==> src/verilog/solenoid_cfg.svh <==
// constants for the two-channel hysteretic solenoid current regulator
`ifndef SOLENOID_CFG_SVH
`define SOLENOID_CFG_SVH

`define CLK_PERIOD_NS     10
`define SHORT_BLANK_NS    5000
`define LONG_BLANK_NS     15000
`define DITHER_TICK_NS    10000

`define CMD_W             10
`define OFS_W             12
`define BLANK_W           11

`define HYST_C0           6'h11
`define HYST_C1           6'h15
`define HYST_C2           6'h19
`define HYST_C3           6'h1D
`define HYST_C4           6'h21
`define HYST_C5           6'h25
`define HYST_C6           6'h2A
`define HYST_C7           6'h2E

`define OFF_CMD0          12'h000
`define OFF_CMD1          12'h004
`define OFF_CFG           12'h008
`define OFF_DITHER        12'h00C
`define OFF_FAULT         12'h010
`define OFF_LIVE          12'h014
`define OFF_INT_STAT      12'h018
`define OFF_INT_MASK      12'h01C

`define CFG_STRIDE        8
`define CFG_EN_BIT        0
`define CFG_HYST_LSB      1
`define CFG_RATE_LSB      4
`define DITH_AMP_LSB      0
`define DITH_PER_LSB      8
`define DITH_EN_LSB       16

`define CFG_RESET         32'h0000_0000
`define DITHER_RESET      32'h0000_0000
`define MASK_RESET        4'h0

`endif

==> src/verilog/solenoid_pkg.sv <==
// types shared by the regulator top and its channel core
package solenoid_pkg;
  typedef logic [1:0][9:0] sense_pair_t;

  typedef struct packed {
    logic [9:0] avg_cmd;
    logic [2:0] hyst_code;
    logic [1:0] edge_rate;
    logic       enable;
  } chan_cfg_t;

  typedef struct packed {
    logic        drive;
    logic        shutdown;
    logic [10:0] blank;
  } chan_state_t;

  typedef struct packed {
    logic [1:0][9:0] cmd;
    logic [31:0]     cfg;
    logic [31:0]     dither;
    logic [1:0]      fault;
    logic [3:0]      int_stat;
    logic [3:0]      int_mask;
    logic            pready;
    logic            pslverr;
    logic [31:0]     prdata;
    logic            irq;
    logic [9:0]      dith_pre;
    logic [7:0]      dith_cnt;
    logic            dith_phase;
  } top_state_t;
endpackage : solenoid_pkg

==> src/verilog/reg_channel.sv <==
// one channel: switch points, hysteretic switching, blanking, thermal cut
`timescale 1ns/1ns
`include "solenoid_cfg.svh"
module reg_channel #(
  parameter int SHORT_BLANK_CYC = `SHORT_BLANK_NS / `CLK_PERIOD_NS,
  parameter int LONG_BLANK_CYC  = `LONG_BLANK_NS / `CLK_PERIOD_NS
) (
  input  wire logic                    pclk,
  input  wire logic                    presetn,
  input  wire solenoid_pkg::chan_cfg_t cfg,
  input  wire logic signed [11:0]      dither_ofs,
  input  wire logic [9:0]              sense_level,
  input  wire logic                    over_trip,
  input  wire logic                    temp_recovered,
  output logic                         driver_output,
  output logic                         hot,
  output logic                         trip_event,
  output logic                         recover_event
);
  import solenoid_pkg::*;

  chan_state_t st;
  chan_state_t next_st;
  logic        [5:0]  hy;
  logic signed [11:0] mid;
  logic signed [11:0] upper;
  logic signed [11:0] lower;
  logic signed [11:0] sense_s;
  logic               want;

  function automatic logic [5:0] hyst_count(input logic [2:0] code);
    case (code)
      3'd0:    hyst_count = `HYST_C0;
      3'd1:    hyst_count = `HYST_C1;
      3'd2:    hyst_count = `HYST_C2;
      3'd3:    hyst_count = `HYST_C3;
      3'd4:    hyst_count = `HYST_C4;
      3'd5:    hyst_count = `HYST_C5;
      3'd6:    hyst_count = `HYST_C6;
      default: hyst_count = `HYST_C7;
    endcase
  endfunction : hyst_count

  always_comb begin
    hy      = hyst_count(cfg.hyst_code);
    mid     = $signed({2'b00, cfg.avg_cmd}) + dither_ofs;
    upper   = mid + $signed({6'b00_0000, hy});
    lower   = mid - $signed({6'b00_0000, hy});
    sense_s = $signed({2'b00, sense_level});
    next_st       = st;
    trip_event    = 1'b0;
    recover_event = 1'b0;
    if (st.blank != '0) begin
      next_st.blank = st.blank - 11'd1;
    end
    if (over_trip && !st.shutdown) begin
      next_st.shutdown = 1'b1;
      trip_event       = 1'b1;
    // restart once cooled by the margin
    end else if (st.shutdown && temp_recovered && !over_trip) begin
      next_st.shutdown = 1'b0;
      recover_event    = 1'b1;
    end
    want = st.drive;
    if (next_st.shutdown || !cfg.enable) begin
      want = 1'b0;
    end else if (st.blank == '0) begin
      // on to upper point, off to lower point
      if (st.drive && sense_s >= upper) begin
        want = 1'b0;
      end else if (!st.drive && sense_s <= lower) begin
        want = 1'b1;
      end
    end
    if (want != st.drive) begin
      next_st.drive = want;
      // short blanking for slow edge rates 0 and 1
      // long blanking for edge rates 2 and 3
      next_st.blank = cfg.edge_rate[1] ? `BLANK_W'(LONG_BLANK_CYC)
                                       : `BLANK_W'(SHORT_BLANK_CYC);
    end
  end

  always_ff @(posedge pclk or negedge presetn) begin
    if (!presetn) begin
      st <= '0;
    end else begin
      st <= next_st;
    end
  end

  assign driver_output = st.drive;
  assign hot           = st.shutdown;

  int blank_short_n;
  assign blank_short_n = SHORT_BLANK_CYC;

  chk_trip_off: assert property (@(posedge pclk) disable iff (!presetn)
    over_trip && !st.shutdown |=> !st.drive && st.shutdown)
    else $error("channel kept driving after overheat trip");
  chk_hold_off: assert property (@(posedge pclk) disable iff (!presetn)
    st.shutdown && !temp_recovered |=> st.shutdown && !st.drive)
    else $error("channel left shutdown before cooling");
  chk_auto_resume: assert property (@(posedge pclk) disable iff (!presetn)
    st.shutdown && temp_recovered && !over_trip |=> !st.shutdown)
    else $error("channel did not resume after cooling");
  chk_switch_off: assert property (@(posedge pclk) disable iff (!presetn)
    st.drive && st.blank == '0 && sense_s >= upper |=> !st.drive)
    else $error("output stayed on above upper point");
  chk_switch_on: assert property (@(posedge pclk) disable iff (!presetn)
    !st.drive && st.blank == '0 && sense_s <= lower && cfg.enable
    && !st.shutdown && !over_trip |=> st.drive)
    else $error("output stayed off below lower point");
  chk_blank_short: assert property (@(posedge pclk) disable iff (!presetn)
    $changed(st.drive) && !cfg.edge_rate[1] |-> st.blank == 
    `BLANK_W'(blank_short_n) ##1 (st.blank == `BLANK_W'(blank_short_n - 1)
    || st.shutdown))
    else $error("short blanking interval wrong");
  chk_blank_ignore: assert property (@(posedge pclk) disable iff (!presetn)
    st.blank != '0 && !over_trip && cfg.enable |=> $stable(st.drive))
    else $error("comparator acted inside blanking");
  chk_hyst_sym: assert property (@(posedge pclk) disable iff (!presetn)
    upper - lower == $signed({5'b0_0000, hy, 1'b0}))
    else $error("switch points not symmetric");
  chk_hyst_code0: assert property (@(posedge pclk) disable iff (!presetn)
    cfg.hyst_code == 3'd0 |-> upper - mid == 12'sd17)
    else $error("code 0 hysteresis offset wrong");
  chk_hyst_code7: assert property (@(posedge pclk) disable iff (!presetn)
    cfg.hyst_code == 3'd7 |-> mid - lower == 12'sd46)
    else $error("code 7 hysteresis offset wrong");
  chk_mid_cmd: assert property (@(posedge pclk) disable iff (!presetn)
    dither_ofs == '0 |-> mid == $signed({2'b00, cfg.avg_cmd}))
    else $error("midpoint differs from command");

  cov_regulate: cover property (@(posedge pclk) disable iff (!presetn)
    $rose(st.drive) ##[1:1000] $fell(st.drive));
  cov_thermal: cover property (@(posedge pclk) disable iff (!presetn)
    $rose(st.shutdown) ##[1:1000] $fell(st.shutdown));
endmodule : reg_channel

==> src/verilog/solenoid_regulator.sv <==
// two-channel hysteretic solenoid current regulator with apb registers
`timescale 1ns/1ns
`include "solenoid_cfg.svh"
module solenoid_regulator #(
  parameter int SHORT_BLANK_CYC  = `SHORT_BLANK_NS / `CLK_PERIOD_NS,
  parameter int LONG_BLANK_CYC   = `LONG_BLANK_NS / `CLK_PERIOD_NS,
  parameter int DITHER_TICK_CYC  = `DITHER_TICK_NS / `CLK_PERIOD_NS
) (
  input  wire logic                      pclk,
  input  wire logic                      presetn,
  input  wire logic                      psel,
  input  wire logic                      penable,
  input  wire logic                      pwrite,
  input  wire logic [11:0]               paddr,
  input  wire logic [31:0]               pwdata,
  output logic [31:0]                    prdata,
  output logic                           pready,
  output logic                           pslverr,
  input  wire solenoid_pkg::sense_pair_t sense_level,
  input  wire logic [1:0]                over_trip,
  input  wire logic [1:0]                temp_recovered,
  output logic [1:0]                     driver_output,
  output logic                           irq
);
  import solenoid_pkg::*;

  top_state_t              st;
  top_state_t              next_st;
  chan_cfg_t   [1:0]       ch_cfg;
  logic signed [1:0][11:0] dither_ofs;
  logic        [1:0]       hot;
  logic        [1:0]       trip_event;
  logic        [1:0]       recover_event;
  logic                    access;
  logic                    done;
  logic                    wr_done;
  logic                    rd_fault;
  logic                    mapped;
  logic                    dith_tick;
  logic        [5:0]       dith_amp;
  logic        [7:0]       dith_per;

  // per-channel configuration fields out of the shared register
  function automatic chan_cfg_t decode_cfg(input logic [31:0] cfg,
                                           input logic [9:0]  cmd,
                                           input int          ch);
    logic [7:0] f;
    f = cfg[ch*`CFG_STRIDE +: `CFG_STRIDE];
    decode_cfg.avg_cmd   = cmd;
    decode_cfg.hyst_code = f[`CFG_HYST_LSB +: 3];
    decode_cfg.edge_rate = f[`CFG_RATE_LSB +: 2];
    decode_cfg.enable    = f[`CFG_EN_BIT];
  endfunction : decode_cfg

  function automatic logic is_mapped(input logic [11:0] a);
    case (a)
      `OFF_CMD0, `OFF_CMD1, `OFF_CFG, `OFF_DITHER,
      `OFF_FAULT, `OFF_LIVE, `OFF_INT_STAT, `OFF_INT_MASK:
        is_mapped = 1'b1;
      default:
        is_mapped = 1'b0;
    endcase
  endfunction : is_mapped

  assign dith_amp = st.dither[`DITH_AMP_LSB +: 6];
  assign dith_per = st.dither[`DITH_PER_LSB +: 8];

  for (genvar ch = 0; ch < 2; ch++) begin : g_chan
    always_comb begin
      ch_cfg[ch] = decode_cfg(st.cfg, st.cmd[ch], ch);
      dither_ofs[ch] = '0;
      if (st.dither[`DITH_EN_LSB + ch] && dith_per != '0) begin
        dither_ofs[ch] = st.dith_phase ? $signed({6'b00_0000, dith_amp})
                                       : -$signed({6'b00_0000, dith_amp});
      end
    end

    reg_channel #(
      .SHORT_BLANK_CYC (SHORT_BLANK_CYC),
      .LONG_BLANK_CYC  (LONG_BLANK_CYC)
    ) u_chan (
      .pclk           (pclk),
      .presetn        (presetn),
      .cfg            (ch_cfg[ch]),
      .dither_ofs     (dither_ofs[ch]),
      .sense_level    (sense_level[ch]),
      .over_trip      (over_trip[ch]),
      .temp_recovered (temp_recovered[ch]),
      .driver_output  (driver_output[ch]),
      .hot            (hot[ch]),
      .trip_event     (trip_event[ch]),
      .recover_event  (recover_event[ch])
    );
  end

  // first access cycle computes the answer, second one completes
  assign access    = psel && penable && !st.pready;
  assign done      = psel && penable && st.pready;
  assign mapped    = is_mapped(paddr);
  assign wr_done   = done && pwrite && mapped;
  assign rd_fault  = done && !pwrite && paddr == `OFF_FAULT;
  assign dith_tick = st.dith_pre == 10'(DITHER_TICK_CYC - 1);

  always_comb begin
    next_st = st;
    next_st.pready = access;
    if (access) begin
      next_st.pslverr = !mapped;
      next_st.prdata  = 32'h0000_0000;
      if (!pwrite) begin
        case (paddr)
          `OFF_CMD0:     next_st.prdata = {22'h00_0000, st.cmd[0]};
          `OFF_CMD1:     next_st.prdata = {22'h00_0000, st.cmd[1]};
          `OFF_CFG:      next_st.prdata = st.cfg;
          `OFF_DITHER:   next_st.prdata = st.dither;
          `OFF_FAULT:    next_st.prdata = {30'h0000_0000, st.fault};
          `OFF_LIVE:     next_st.prdata = {28'h000_0000, hot,
                                           driver_output};
          `OFF_INT_STAT: next_st.prdata = {28'h000_0000, st.int_stat};
          `OFF_INT_MASK: next_st.prdata = {28'h000_0000, st.int_mask};
          default:       next_st.prdata = 32'h0000_0000;
        endcase
      end
    end else if (!st.pready) begin
      next_st.pslverr = 1'b0;
    end
    if (wr_done) begin
      case (paddr)
        `OFF_CMD0:     next_st.cmd[0]   = pwdata[`CMD_W-1:0];
        `OFF_CMD1:     next_st.cmd[1]   = pwdata[`CMD_W-1:0];
        `OFF_CFG:      next_st.cfg      = pwdata;
        `OFF_DITHER:   next_st.dither   = pwdata;
        `OFF_INT_MASK: next_st.int_mask = pwdata[3:0];
        default:       next_st.cfg      = st.cfg;
      endcase
    end
    // reading the fault word releases it, a new trip wins
    if (rd_fault) begin
      next_st.fault = 2'b00;
    end
    // trip sets the fault bit of that channel only
    // each fault bit is driven by its own channel
    next_st.fault = next_st.fault | trip_event;
    if (wr_done && paddr == `OFF_INT_STAT) begin
      next_st.int_stat = st.int_stat & ~pwdata[3:0];
    end
    next_st.int_stat = next_st.int_stat | {recover_event, trip_event};
    next_st.irq = |(next_st.int_stat & next_st.int_mask);
    // dither half-period timer in ticks of the prescaler
    next_st.dith_pre = dith_tick ? 10'h000 : st.dith_pre + 10'h001;
    if (dith_per == '0) begin
      next_st.dith_cnt   = 8'h00;
      next_st.dith_phase = 1'b0;
    end else if (dith_tick) begin
      if (st.dith_cnt >= dith_per - 8'h01) begin
        next_st.dith_cnt   = 8'h00;
        next_st.dith_phase = !st.dith_phase;
      end else begin
        next_st.dith_cnt = st.dith_cnt + 8'h01;
      end
    end
  end

  always_ff @(posedge pclk or negedge presetn) begin
    if (!presetn) begin
      st          <= '0;
      st.cfg      <= `CFG_RESET;
      st.dither   <= `DITHER_RESET;
      st.int_mask <= `MASK_RESET;
    end else begin
      st <= next_st;
    end
  end

  assign prdata  = st.prdata;
  assign pready  = st.pready;
  assign pslverr = st.pslverr;
  assign irq     = st.irq;

  chk_fault_set: assert property (@(posedge pclk) disable iff (!presetn)
    trip_event[0] |=> st.fault[0] && st.int_stat[0])
    else $error("thermal fault bit not set on trip");
  chk_fault_latch: assert property (@(posedge pclk) disable iff (!presetn)
    st.fault[1] && !rd_fault |=> st.fault[1])
    else $error("thermal fault cleared without being read");
  chk_fault_clear: assert property (@(posedge pclk) disable iff (!presetn)
    rd_fault && trip_event == 2'b00 |=> st.fault == 2'b00)
    else $error("thermal fault survived its read");
  chk_fault_indep: assert property (@(posedge pclk) disable iff (!presetn)
    trip_event == 2'b01 && !rd_fault |=> st.fault[1] == $past(st.fault[1]))
    else $error("trip on one channel touched the other");
  chk_chan_indep: assert property (@(posedge pclk) disable iff (!presetn)
    over_trip[0] && !hot[0] && !over_trip[1] && !hot[1] |=> !hot[1])
    else $error("other channel shut down");
  chk_apb_answer: assert property (@(posedge pclk) disable iff (!presetn)
    psel && !penable ##1 psel && penable |=> pready ##1 !pready)
    else $error("apb answer not after one wait cycle");
  chk_irq_level: assert property (@(posedge pclk) disable iff (!presetn)
    irq == |(st.int_stat & st.int_mask))
    else $error("interrupt output disagrees with status");
  chk_dither_sym: assert property (@(posedge pclk) disable iff (!presetn)
    st.dither[`DITH_EN_LSB] && dith_per != '0 && $stable(st.dither)
    && $changed(st.dith_phase) |-> dither_ofs[0] == -$past(dither_ofs[0]))
    else $error("dither step not symmetric");

  cov_fault_read: cover property (@(posedge pclk) disable iff (!presetn)
    st.fault[0] ##[1:1000] rd_fault);
  cov_irq: cover property (@(posedge pclk) disable iff (!presetn)
    $rose(irq));
  cov_dither: cover property (@(posedge pclk) disable iff (!presetn)
    $changed(st.dith_phase) && st.dither[`DITH_EN_LSB + 1]);
endmodule : solenoid_regulator

==> config.mk <==
export PLATFORM = sky130hd
export DESIGN_NAME = solenoid_regulator
export DESIGN_NICKNAME = d
export VERILOG_FILES = /design/src/verilog/solenoid_pkg.sv /design/src/verilog/reg_channel.sv /design/src/verilog/solenoid_regulator.sv
export VERILOG_INCLUDE_DIRS = /design/src /design/src/verilog
export SDC_FILE = /design/constraint.sdc
export NUM_CORES = 1
export LEC_CHECK = 0
export BUFFER_PORTS_ARGS = -buffer_cell sky130_fd_sc_hd__buf_2
export CAP_MARGIN = 10
export CORE_ASPECT_RATIO = 0.9
export CORE_UTILIZATION = 55
export DETAILED_ROUTE_END_ITERATION = 6
export HOLD_SLACK_MARGIN = 0.05
export PLACE_DENSITY_LB_ADDON = 0.08
export SETUP_SLACK_MARGIN = 0.5
export SYNTH_ARGS = -nofsm -noshare
export SYNTH_HDL_FRONTEND = slang
export SYNTH_SLANG_ARGS = --single-unit
==> constraint.sdc <==
create_clock -name pclk -period 5.65 [get_ports pclk]
set_input_delay 0.2825 -clock pclk [delete_from_list [all_inputs] [get_ports pclk]]
set_output_delay 0.2825 -clock pclk [all_outputs]
set_load 0.01 [all_outputs]
## Word-level counts from Yosys, hierarchy flattened

Memory sizes are Yosys's and may differ from the RTL's.
Index checks and enable logic that the tools add are counted.

- Equal/unequal tests: 23
- Magnitude comparators: 5
- Multiplexer cells: 43
- Reduce and logical (&&, ||, !) cells: 54
- Bitwise operators: 5
- Add/subtract/negate cells: 12

Operators with widths:

| operator | number |
|---|---|
| 32-bit one-hot mux with 8 select lines | 1 |
| 6-bit one-hot mux with 7 select lines | 2 |
| 11-bit 2-to-1 mux | 6 |
| 12-bit by 5-bit == test with 1-bit output (second input constant) | 4 |
| 12-bit 2-to-1 mux | 3 |
| 32-bit 2-to-1 mux | 1 |
| 11-bit by 12-bit adder with 12-bit output | 2 |
| 12-bit by 7-bit adder with 12-bit output | 2 |
| 12-bit by 4-bit == test with 1-bit output (second input constant) | 2 |
| 11-bit by 12-bit >= comparator with 1-bit output | 2 |
| 11-bit by 12-bit <= comparator with 1-bit output | 2 |
| 12-bit by 7-bit subtractor with 12-bit output | 2 |
| 11-bit logical NOT | 2 |
| 1-bit 2-to-1 mux | 22 |
| 11-bit nonzero test | 2 |
| 11-bit by 1-bit subtractor with 11-bit output (second input constant) | 2 |
| 1-bit logical AND | 20 |
| 3-bit == test (second input constant) | 6 |
| 9-bit 2-to-1 mux | 2 |
| 12-bit by 3-bit == test with 1-bit output (second input constant) | 1 |
| 3-bit by 2-bit == test with 1-bit output (second input constant) | 4 |
| 1-bit logical NOT | 12 |
| 12-bit logical NOT | 1 |
| 4-bit 2-to-1 mux | 3 |
| 24 further kinds | 36 |

- Flip-flop bits (word level): 174
- Input bits: 73
- Word-level logic and storage cells: 163
- Memory bits (read-only): 32
- Memories: 1

Memory list:

| name | depth | bits a word | rd ports | clocked after memory_dff | write ports | RTL line | source |
|---|---|---|---|---|---|---|---|
| (name not given) | 32 | 1 | 1 | 0 | 0 | solenoid_regulator.sv:56 | `case (a)` |

## Longest topological paths before layout

- Depth in word-level cells: 13
- Depth in mapped cells: 29
- Depth with buffers taken out: 27

## By module

Synthesis repeated with hierarchy kept, for this count alone.

- Cell total of the unflattened synthesis: 1228
- Area, all modules: 12075.3 µm²

By module, submodules not included:

| module | instances | cells each | area an instance (µm²) |
|---|---|---|---|
| solenoid_regulator | 1 | 633 | 7159.4 |
| reg_channel (g_chan[1].u_chan) | 1 | 306 | 2473.6 |
| reg_channel (g_chan[0].u_chan) | 1 | 289 | 2442.3 |

## Worst setup path after synthesis

Ideal clock, no wire load.

- Kind: reg-to-reg
- Start: register st, in the netlist dith_per[0]
- End: register g_chan[0].u_chan.st[7] (netlist name)
- Setup time: 0.132 ns
- Slack: -0.408 ns
- Buffers on the path: 3
- Data arrival time: 5.927 ns
- Data required time: 5.518 ns
- Stages on the path, launching flop included: 28
- Cell sequence: dfrtp_1 inv_1 ha_1 or3b_2 o21ai_4 nor2_1 ha_1 buf_2 o211ai_1 o21bai_1 xor2_1 ha_1 clkbuf_1 inv_1 nor2_1 a221oi_1 nor3b_1 xnor2_1 ha_1 or4_1 a211oi_1 a21oi_1 a21o_1 nand2_1 o2111ai_1 a311o_1 buf_6 or3b_1

- Cells in the longest elaborated chain, start to end: 13
- Elaborated cells on any way between the ends: 17
- Classes of those cells: 3 x add/sub; 2 x order compare; 1 x eq/ne; 6 x mux; 5 x reduce/logical

RTL lines:

| item | RTL line | source |
|---|---|---|
| start: declaration | solenoid_regulator.sv:27 | `top_state_t st;` |
| start signal: assignment | solenoid_regulator.sv:171 | `st <= next_st;` |
| 8-bit nonzero test * | solenoid_regulator.sv:72 | `` if (st.dither[`DITH_EN_LSB + ch] && dith_per != '0) begin `` |
| 1-bit logical AND * | solenoid_regulator.sv:72 |  |
| 12-bit 2-to-1 mux * | solenoid_regulator.sv:72 |  |
| 11-bit by 12-bit adder with 12-bit output * | reg_channel.sv:46 | `mid = $signed({2'b00, cfg.avg_cmd}) + dither_ofs;` |
| 12-bit by 7-bit subtractor with 12-bit output | reg_channel.sv:48 | `lower = mid - $signed({6'b00_0000, hy});` |
| 11-bit by 12-bit <= comparator with 1-bit output | reg_channel.sv:71 | `end else if (!st.drive && sense_s <= lower) begin` |
| 1-bit logical AND | reg_channel.sv:71 |  |
| 1-bit 2-to-1 mux | reg_channel.sv:71 |  |
| 1-bit 2-to-1 mux * | reg_channel.sv:69 | `if (st.drive && sense_s >= upper) begin` |
| 1-bit 2-to-1 mux * | reg_channel.sv:67 | `end else if (st.blank == '0) begin` |
| 1-bit 2-to-1 mux * | reg_channel.sv:65 | `if (next_st.shutdown \|\| !cfg.enable) begin` |
| 1-bit != test * | reg_channel.sv:75 | `if (want != st.drive) begin` |
| 11-bit 2-to-1 mux / 2-bit nonzero test (equally long branches) | - |  |
| end signal: assignment | reg_channel.sv:88 | `st <= next_st;` |
| end: declaration | reg_channel.sv:22 | `chan_state_t st;` |

Mark *: on every way between the ends. The rest lies on a longest branch, timed or not.
A chain may end at the register's enable or synchronous reset.

## Worst setup path in the final report

- Start: register st, in the netlist dith_per[0]
- End: register g_chan[0].u_chan.st[2] (netlist name)

Same word-level chain as after synthesis.

==> impl_metrics.prom <==
# TYPE chip_impl_metric gauge
chip_impl_metric{name="cap_viol_max_count",unit=""} 0
chip_impl_metric{name="period_share",unit="%"} 98.85
chip_impl_metric{name="drt_first_iter_violations",unit=""} 534
chip_impl_metric{name="synth_enable_flop_cells",unit=""} 0
chip_impl_metric{name="grt_max_degree",unit=""} 69
chip_impl_metric{name="slowest_delay",unit="ns"} 0.46
chip_impl_metric{name="cp_data_arrival_time",unit="ns"} 5.92
chip_impl_metric{name="dp.final_hpwl",unit="µm"} 20300
chip_impl_metric{name="vias_per_cell",unit=""} 5.665
chip_impl_metric{name="clock_latency_on_the_worst_skew_pair",unit="ns"} 0.44
chip_impl_metric{name="worst-r2r-cell-count",unit=""} 28
chip_impl_metric{name="grt_antenna_before_repair",unit=""} 2
chip_impl_metric{name="drt-total-wl",unit="µm"} 28010
chip_impl_metric{name="ioPinCount",unit=""} 110
chip_impl_metric{name="hold_path_depth",unit=""} 2
chip_impl_metric{name="detail_route.first_pass.iterations",unit=""} 5
chip_impl_metric{name="via_count",unit=""} 9234
chip_impl_metric{name="timing.setup.tns",unit="ns"} 0
chip_impl_info{name="worst_r2r_startpoint",value="dith_per[0]"} 1
chip_impl_metric{name="power.density_cell_area",unit="nW/µm²"} 186.4
chip_impl_metric{name="setup_viol",unit=""} 0
chip_impl_metric{name="htree_levels",unit=""} 4
chip_impl_info{name="ys.flop_type",value="sky130_fd_sc_hd__dfrtp_1"} 1
chip_impl_metric{name="place.detailed.instances",unit=""} 1562
chip_impl_info{name="clock_tree.root_cell",value="sky130_fd_sc_hd__clkbuf_16"} 1
chip_impl_info{name="timing.hold.worst.class",value="input pin to flip-flop"} 1
chip_impl_metric{name="floorplan.die.height",unit="µm"} 140.5
chip_impl_metric{name="drv_slew",unit=""} 0
chip_impl_metric{name="area_delta_synth_final",unit="%"} 17.37
chip_impl_metric{name="clkSlewWorstSetupHoldPaths",unit="ns"} 0.09
chip_impl_metric{name="synth_sequential_area_ratio",unit="%"} 37.17
chip_impl_metric{name="final_non_filler_cell_total",unit=""} 1630
chip_impl_metric{name="hold_viol_final",unit=""} 0
chip_impl_info{name="synth.top_cells.by_area",value="sky130_fd_sc_hd__dfrtp_1 37%, sky130_fd_sc_hd__ha_1 11%, sky130_fd_sc_hd__mux2_2 8.7%, sky130_fd_sc_hd__xnor2_1 3.9%, sky130_fd_sc_hd__nand2_1 3.0%"} 1
chip_impl_metric{name="post_synth.cell_area_avg",unit="µm²"} 9.770
chip_impl_metric{name="synthCells",unit=""} 1199
chip_impl_metric{name="timing.critical_path.required",unit="ns"} 5.98
chip_impl_metric{name="routedWlPerCell",unit="µm"} 17.18
chip_impl_metric{name="core_region_area",unit="µm²"} 20830
chip_impl_metric{name="number_of_synthesis_warnings",unit=""} 0
chip_impl_info{name="slowest_stage",value="sky130_fd_sc_hd__fa_2"} 1
chip_impl_metric{name="postSynthRegisterBits",unit=""} 174
chip_impl_info{name="crit_path_frequent_cell",value="sky130_fd_sc_hd__nor2_1"} 1
chip_impl_metric{name="post_route_cells_drive_above_1_share",unit="%"} 29.19
chip_impl_info{name="startpoint_of_the_lowest_slack_hold_path",value="pwdata[23]"} 1
chip_impl_info{name="whs_endpoint",value="st[87]"} 1
chip_impl_metric{name="multi_input_gate_area",unit="µm²"} 6994
chip_impl_metric{name="ant_nets",unit=""} 0
chip_impl_metric{name="final_net_count",unit=""} 1508
chip_impl_metric{name="power_leakage",unit="nW"} 6.758
chip_impl_metric{name="worstPathMaxFanout",unit=""} 5
chip_impl_metric{name="cts_num_sinks",unit=""} 174
chip_impl_info{name="rr_endpoint",value="g_chan[0].u_chan.st[2]"} 1
chip_impl_metric{name="worstMarginPinSlew",unit="ns"} 1.167
chip_impl_metric{name="die_area",unit="µm²"} 21890
chip_impl_metric{name="wire_length_of_the_first_global_routing_pass",unit="µm"} 45620
chip_impl_metric{name="netlist_area",unit="µm²"} 11710
chip_impl_metric{name="initial_utilization",unit="%"} 56.23
chip_impl_metric{name="num_rows",unit=""} 50
chip_impl_metric{name="numCtsBuffers",unit=""} 17
chip_impl_info{name="worst-setup-path-type",value="flip-flop to flip-flop"} 1
chip_impl_info{name="yosys-top-cells-count",value="174 x sky130_fd_sc_hd__dfrtp_1, 99 x sky130_fd_sc_hd__ha_1, 95 x sky130_fd_sc_hd__nand2_1"} 1
chip_impl_metric{name="async_set_reset_flop_share_out_of_synthesis",unit="%"} 100.0
chip_impl_metric{name="slew_headroom",unit="%"} 21.59
chip_impl_metric{name="synth_largest_type_area_fraction",unit="%"} 37.17
chip_impl_metric{name="achievable-frequency",unit="MHz"} 179.1
chip_impl_metric{name="grt_remaining_overflow",unit=""} 0
chip_impl_info{name="synth.most_common_cell",value="sky130_fd_sc_hd__dfrtp_1"} 1
chip_impl_metric{name="port_buffers",unit=""} 109
chip_impl_metric{name="number_of_buffers_on_the_longest_clock_path",unit=""} 2
chip_impl_metric{name="distinct_cells_synth",unit=""} 75
chip_impl_metric{name="power.ir.vdd_worst",unit="V"} 0.0001548
chip_impl_metric{name="fin_worst_hold_slack",unit="ns"} 0.07544
chip_impl_metric{name="synth_fp_nets",unit=""} 1377
chip_impl_metric{name="r2r_setup_slack",unit="ns"} 0.07
chip_impl_info{name="worst_setup_path_start_kind",value="flip-flop"} 1
chip_impl_info{name="cts_tree",value="built"} 1
chip_impl_info{name="post-synth-top-area-cell",value="sky130_fd_sc_hd__dfrtp_1"} 1
chip_impl_metric{name="gp_routability_congestion",unit=""} 0.8639
chip_impl_metric{name="grt_pass1_vias",unit=""} 9103
chip_impl_metric{name="remaining_drc_errors",unit=""} 0
chip_impl_info{name="critical_path.endpoint_type",value="flip-flop"} 1
chip_impl_metric{name="fillerInstances",unit=""} 1722
chip_impl_info{name="run_status",value="completed"} 1
chip_impl_metric{name="grt_use_total",unit="%"} 26.38
chip_impl_metric{name="area.sequential",unit="µm²"} 4354
chip_impl_metric{name="postLayoutCoreUtil",unit="%"} 65.99
chip_impl_metric{name="fin_skew",unit="ns"} 0.02523
chip_impl_metric{name="period_needed",unit="ns"} 5.585
chip_impl_info{name="rsz0062_at_grt",value="yes"} 1
chip_impl_metric{name="fp.dieW",unit="µm"} 155.8
## repair_timing
item	CTS	global route
endpoints found under the hold margin	45	0
endpoints found under the setup margin	23	23
hold buffers	1	0
buffers inserted	24	10
resized for setup	23	15
pin swaps	32	23
## cells by family after synthesis
group / Yosys count / share of synthesized area [%]
multiplexers: 106 / 10.46
flip-flops: 174 / 37.17
adder cells (fa/ha/maj): 105 / 11.60
XOR/XNOR: 75 / 5.608
AO/OA/AOI/OAI: 265 / 15.43
buffers and inverters: 143 / 5.768
AND/OR/NAND/NOR: 331 / 13.96
## worst max path at each step
stage	start	endpoint	slack [ns]	cells past startpoint
floorplan	dith_per[5]	g_chan[0].u_chan.st[7]	0.18	26
global placement	dith_per[0]	g_chan[0].u_chan.st[3]	0.009	26
detailed placement	dith_per[0]	g_chan[0].u_chan.st[3]	-0.08	26
CTS	dith_per[2]	g_chan[0].u_chan.st[7]	0.19	25
global route	dith_per[0]	g_chan[0].u_chan.st[7]	-0.14	27
finish	dith_per[0]	g_chan[0].u_chan.st[2]	0.07	28
## per-stage QoR
step	total power, mW	setup slack, ns	area, µm²
floorplan	1.316	0.1821	11880
global placement	1.389	0.008678	12680
detailed placement	1.391	-0.07846	12680
CTS	2.585	0.1891	13610
global route	2.652	-0.1404	13750
finish	2.563	0.06514	13750
## routing by layer
metal,global-route usage [%],vias to the layer above,share of wire (%)
met5,0,-,0
li1,-,4523,-
met2,42.18,191,46
met1,37.75,4502,48
met3,4.486,18,4.8
met4,5.057,0,0.87
## layout by cell type (no fill, tap or decap), types with 5 or more instances in the layout
cell type and instances:
sky130_fd_sc_hd__a21o_1 26, sky130_fd_sc_hd__a211oi_2 5, sky130_fd_sc_hd__dfrtp_1 174, sky130_fd_sc_hd__mux2i_1 10, sky130_fd_sc_hd__a211o_1 5, sky130_fd_sc_hd__a21oi_1 37, sky130_fd_sc_hd__a211oi_1 6, sky130_fd_sc_hd__a31oi_1 7
sky130_fd_sc_hd__and2_1 5, sky130_fd_sc_hd__clkinv_8 8, sky130_fd_sc_hd__o21a_1 14, sky130_fd_sc_hd__clkbuf_16 17, sky130_fd_sc_hd__nor3_1 24, sky130_fd_sc_hd__nor2b_1 14, sky130_fd_sc_hd__a221oi_1 7, sky130_fd_sc_hd__buf_4 79
sky130_fd_sc_hd__a22o_1 8, sky130_fd_sc_hd__a22oi_1 22, sky130_fd_sc_hd__nand3_1 18, sky130_fd_sc_hd__inv_1 58, sky130_fd_sc_hd__inv_2 6, sky130_fd_sc_hd__nor2_1 84, sky130_fd_sc_hd__o211ai_1 10, sky130_fd_sc_hd__or3_1 9
sky130_fd_sc_hd__o21bai_1 9, sky130_fd_sc_hd__mux2_2 91, sky130_fd_sc_hd__nand4_1 9, sky130_fd_sc_hd__buf_2 108, sky130_fd_sc_hd__ha_1 93, sky130_fd_sc_hd__and3_1 6, sky130_fd_sc_hd__nor4_1 5, sky130_fd_sc_hd__nand2_1 95
sky130_fd_sc_hd__nand2b_1 19, sky130_fd_sc_hd__a21oi_2 8, sky130_fd_sc_hd__xor2_1 22, sky130_fd_sc_hd__o22ai_1 5, sky130_fd_sc_hd__xnor2_1 51, sky130_fd_sc_hd__nor2_2 5, sky130_fd_sc_hd__o21ai_0 56
## worst max-delay path: cells and delay by family (launching register included)
family          cells  cell delay [ns]
compound gates     10             2.01
simple gates        7             1.23
fa+ha+maj           5             1.16
buf+inv             5             0.55
flops               1             0.40
xor+xnor            1             0.13
## cell type report
| class | count | area share (%) |
|---|---|---|
| clock inverter | 14 | 1.365 |
| tap | 286 | 2.603 |
| clock buffer | 18 | 3.194 |
| antenna | 1 | 0.01820 |
| sequential | 174 | 31.67 |
| inverter | 65 | 1.793 |
| multi-input combinational | 882 | 50.87 |
| timing repair buffer | 190 | 8.482 |
## sequential cells by signal, indices dropped and copies added, names as in the netlist
signal / flops
ch_cfg: 32
dith_amp: 6
dith_per: 8
g_chan.u_chan.driver_output: 2
g_chan.u_chan.hot: 2
g_chan.u_chan.st: 22
irq: 1
prdata: 32
pready: 1
pslverr: 1
st: 67
## power breakdown
| group | switching [mW] | internal, mW | total, mW |
|---|---|---|---|
| Combinational | 0.0754 | 0.0446 | 0.120 |
| Clock | 0.580 | 0.615 | 1.19 |
| Sequential | 0.00180 | 1.25 | 1.25 |
| Total | 0.657 | 1.91 | 2.56 |
No activity file was read; power rests on OpenSTA's default activity.
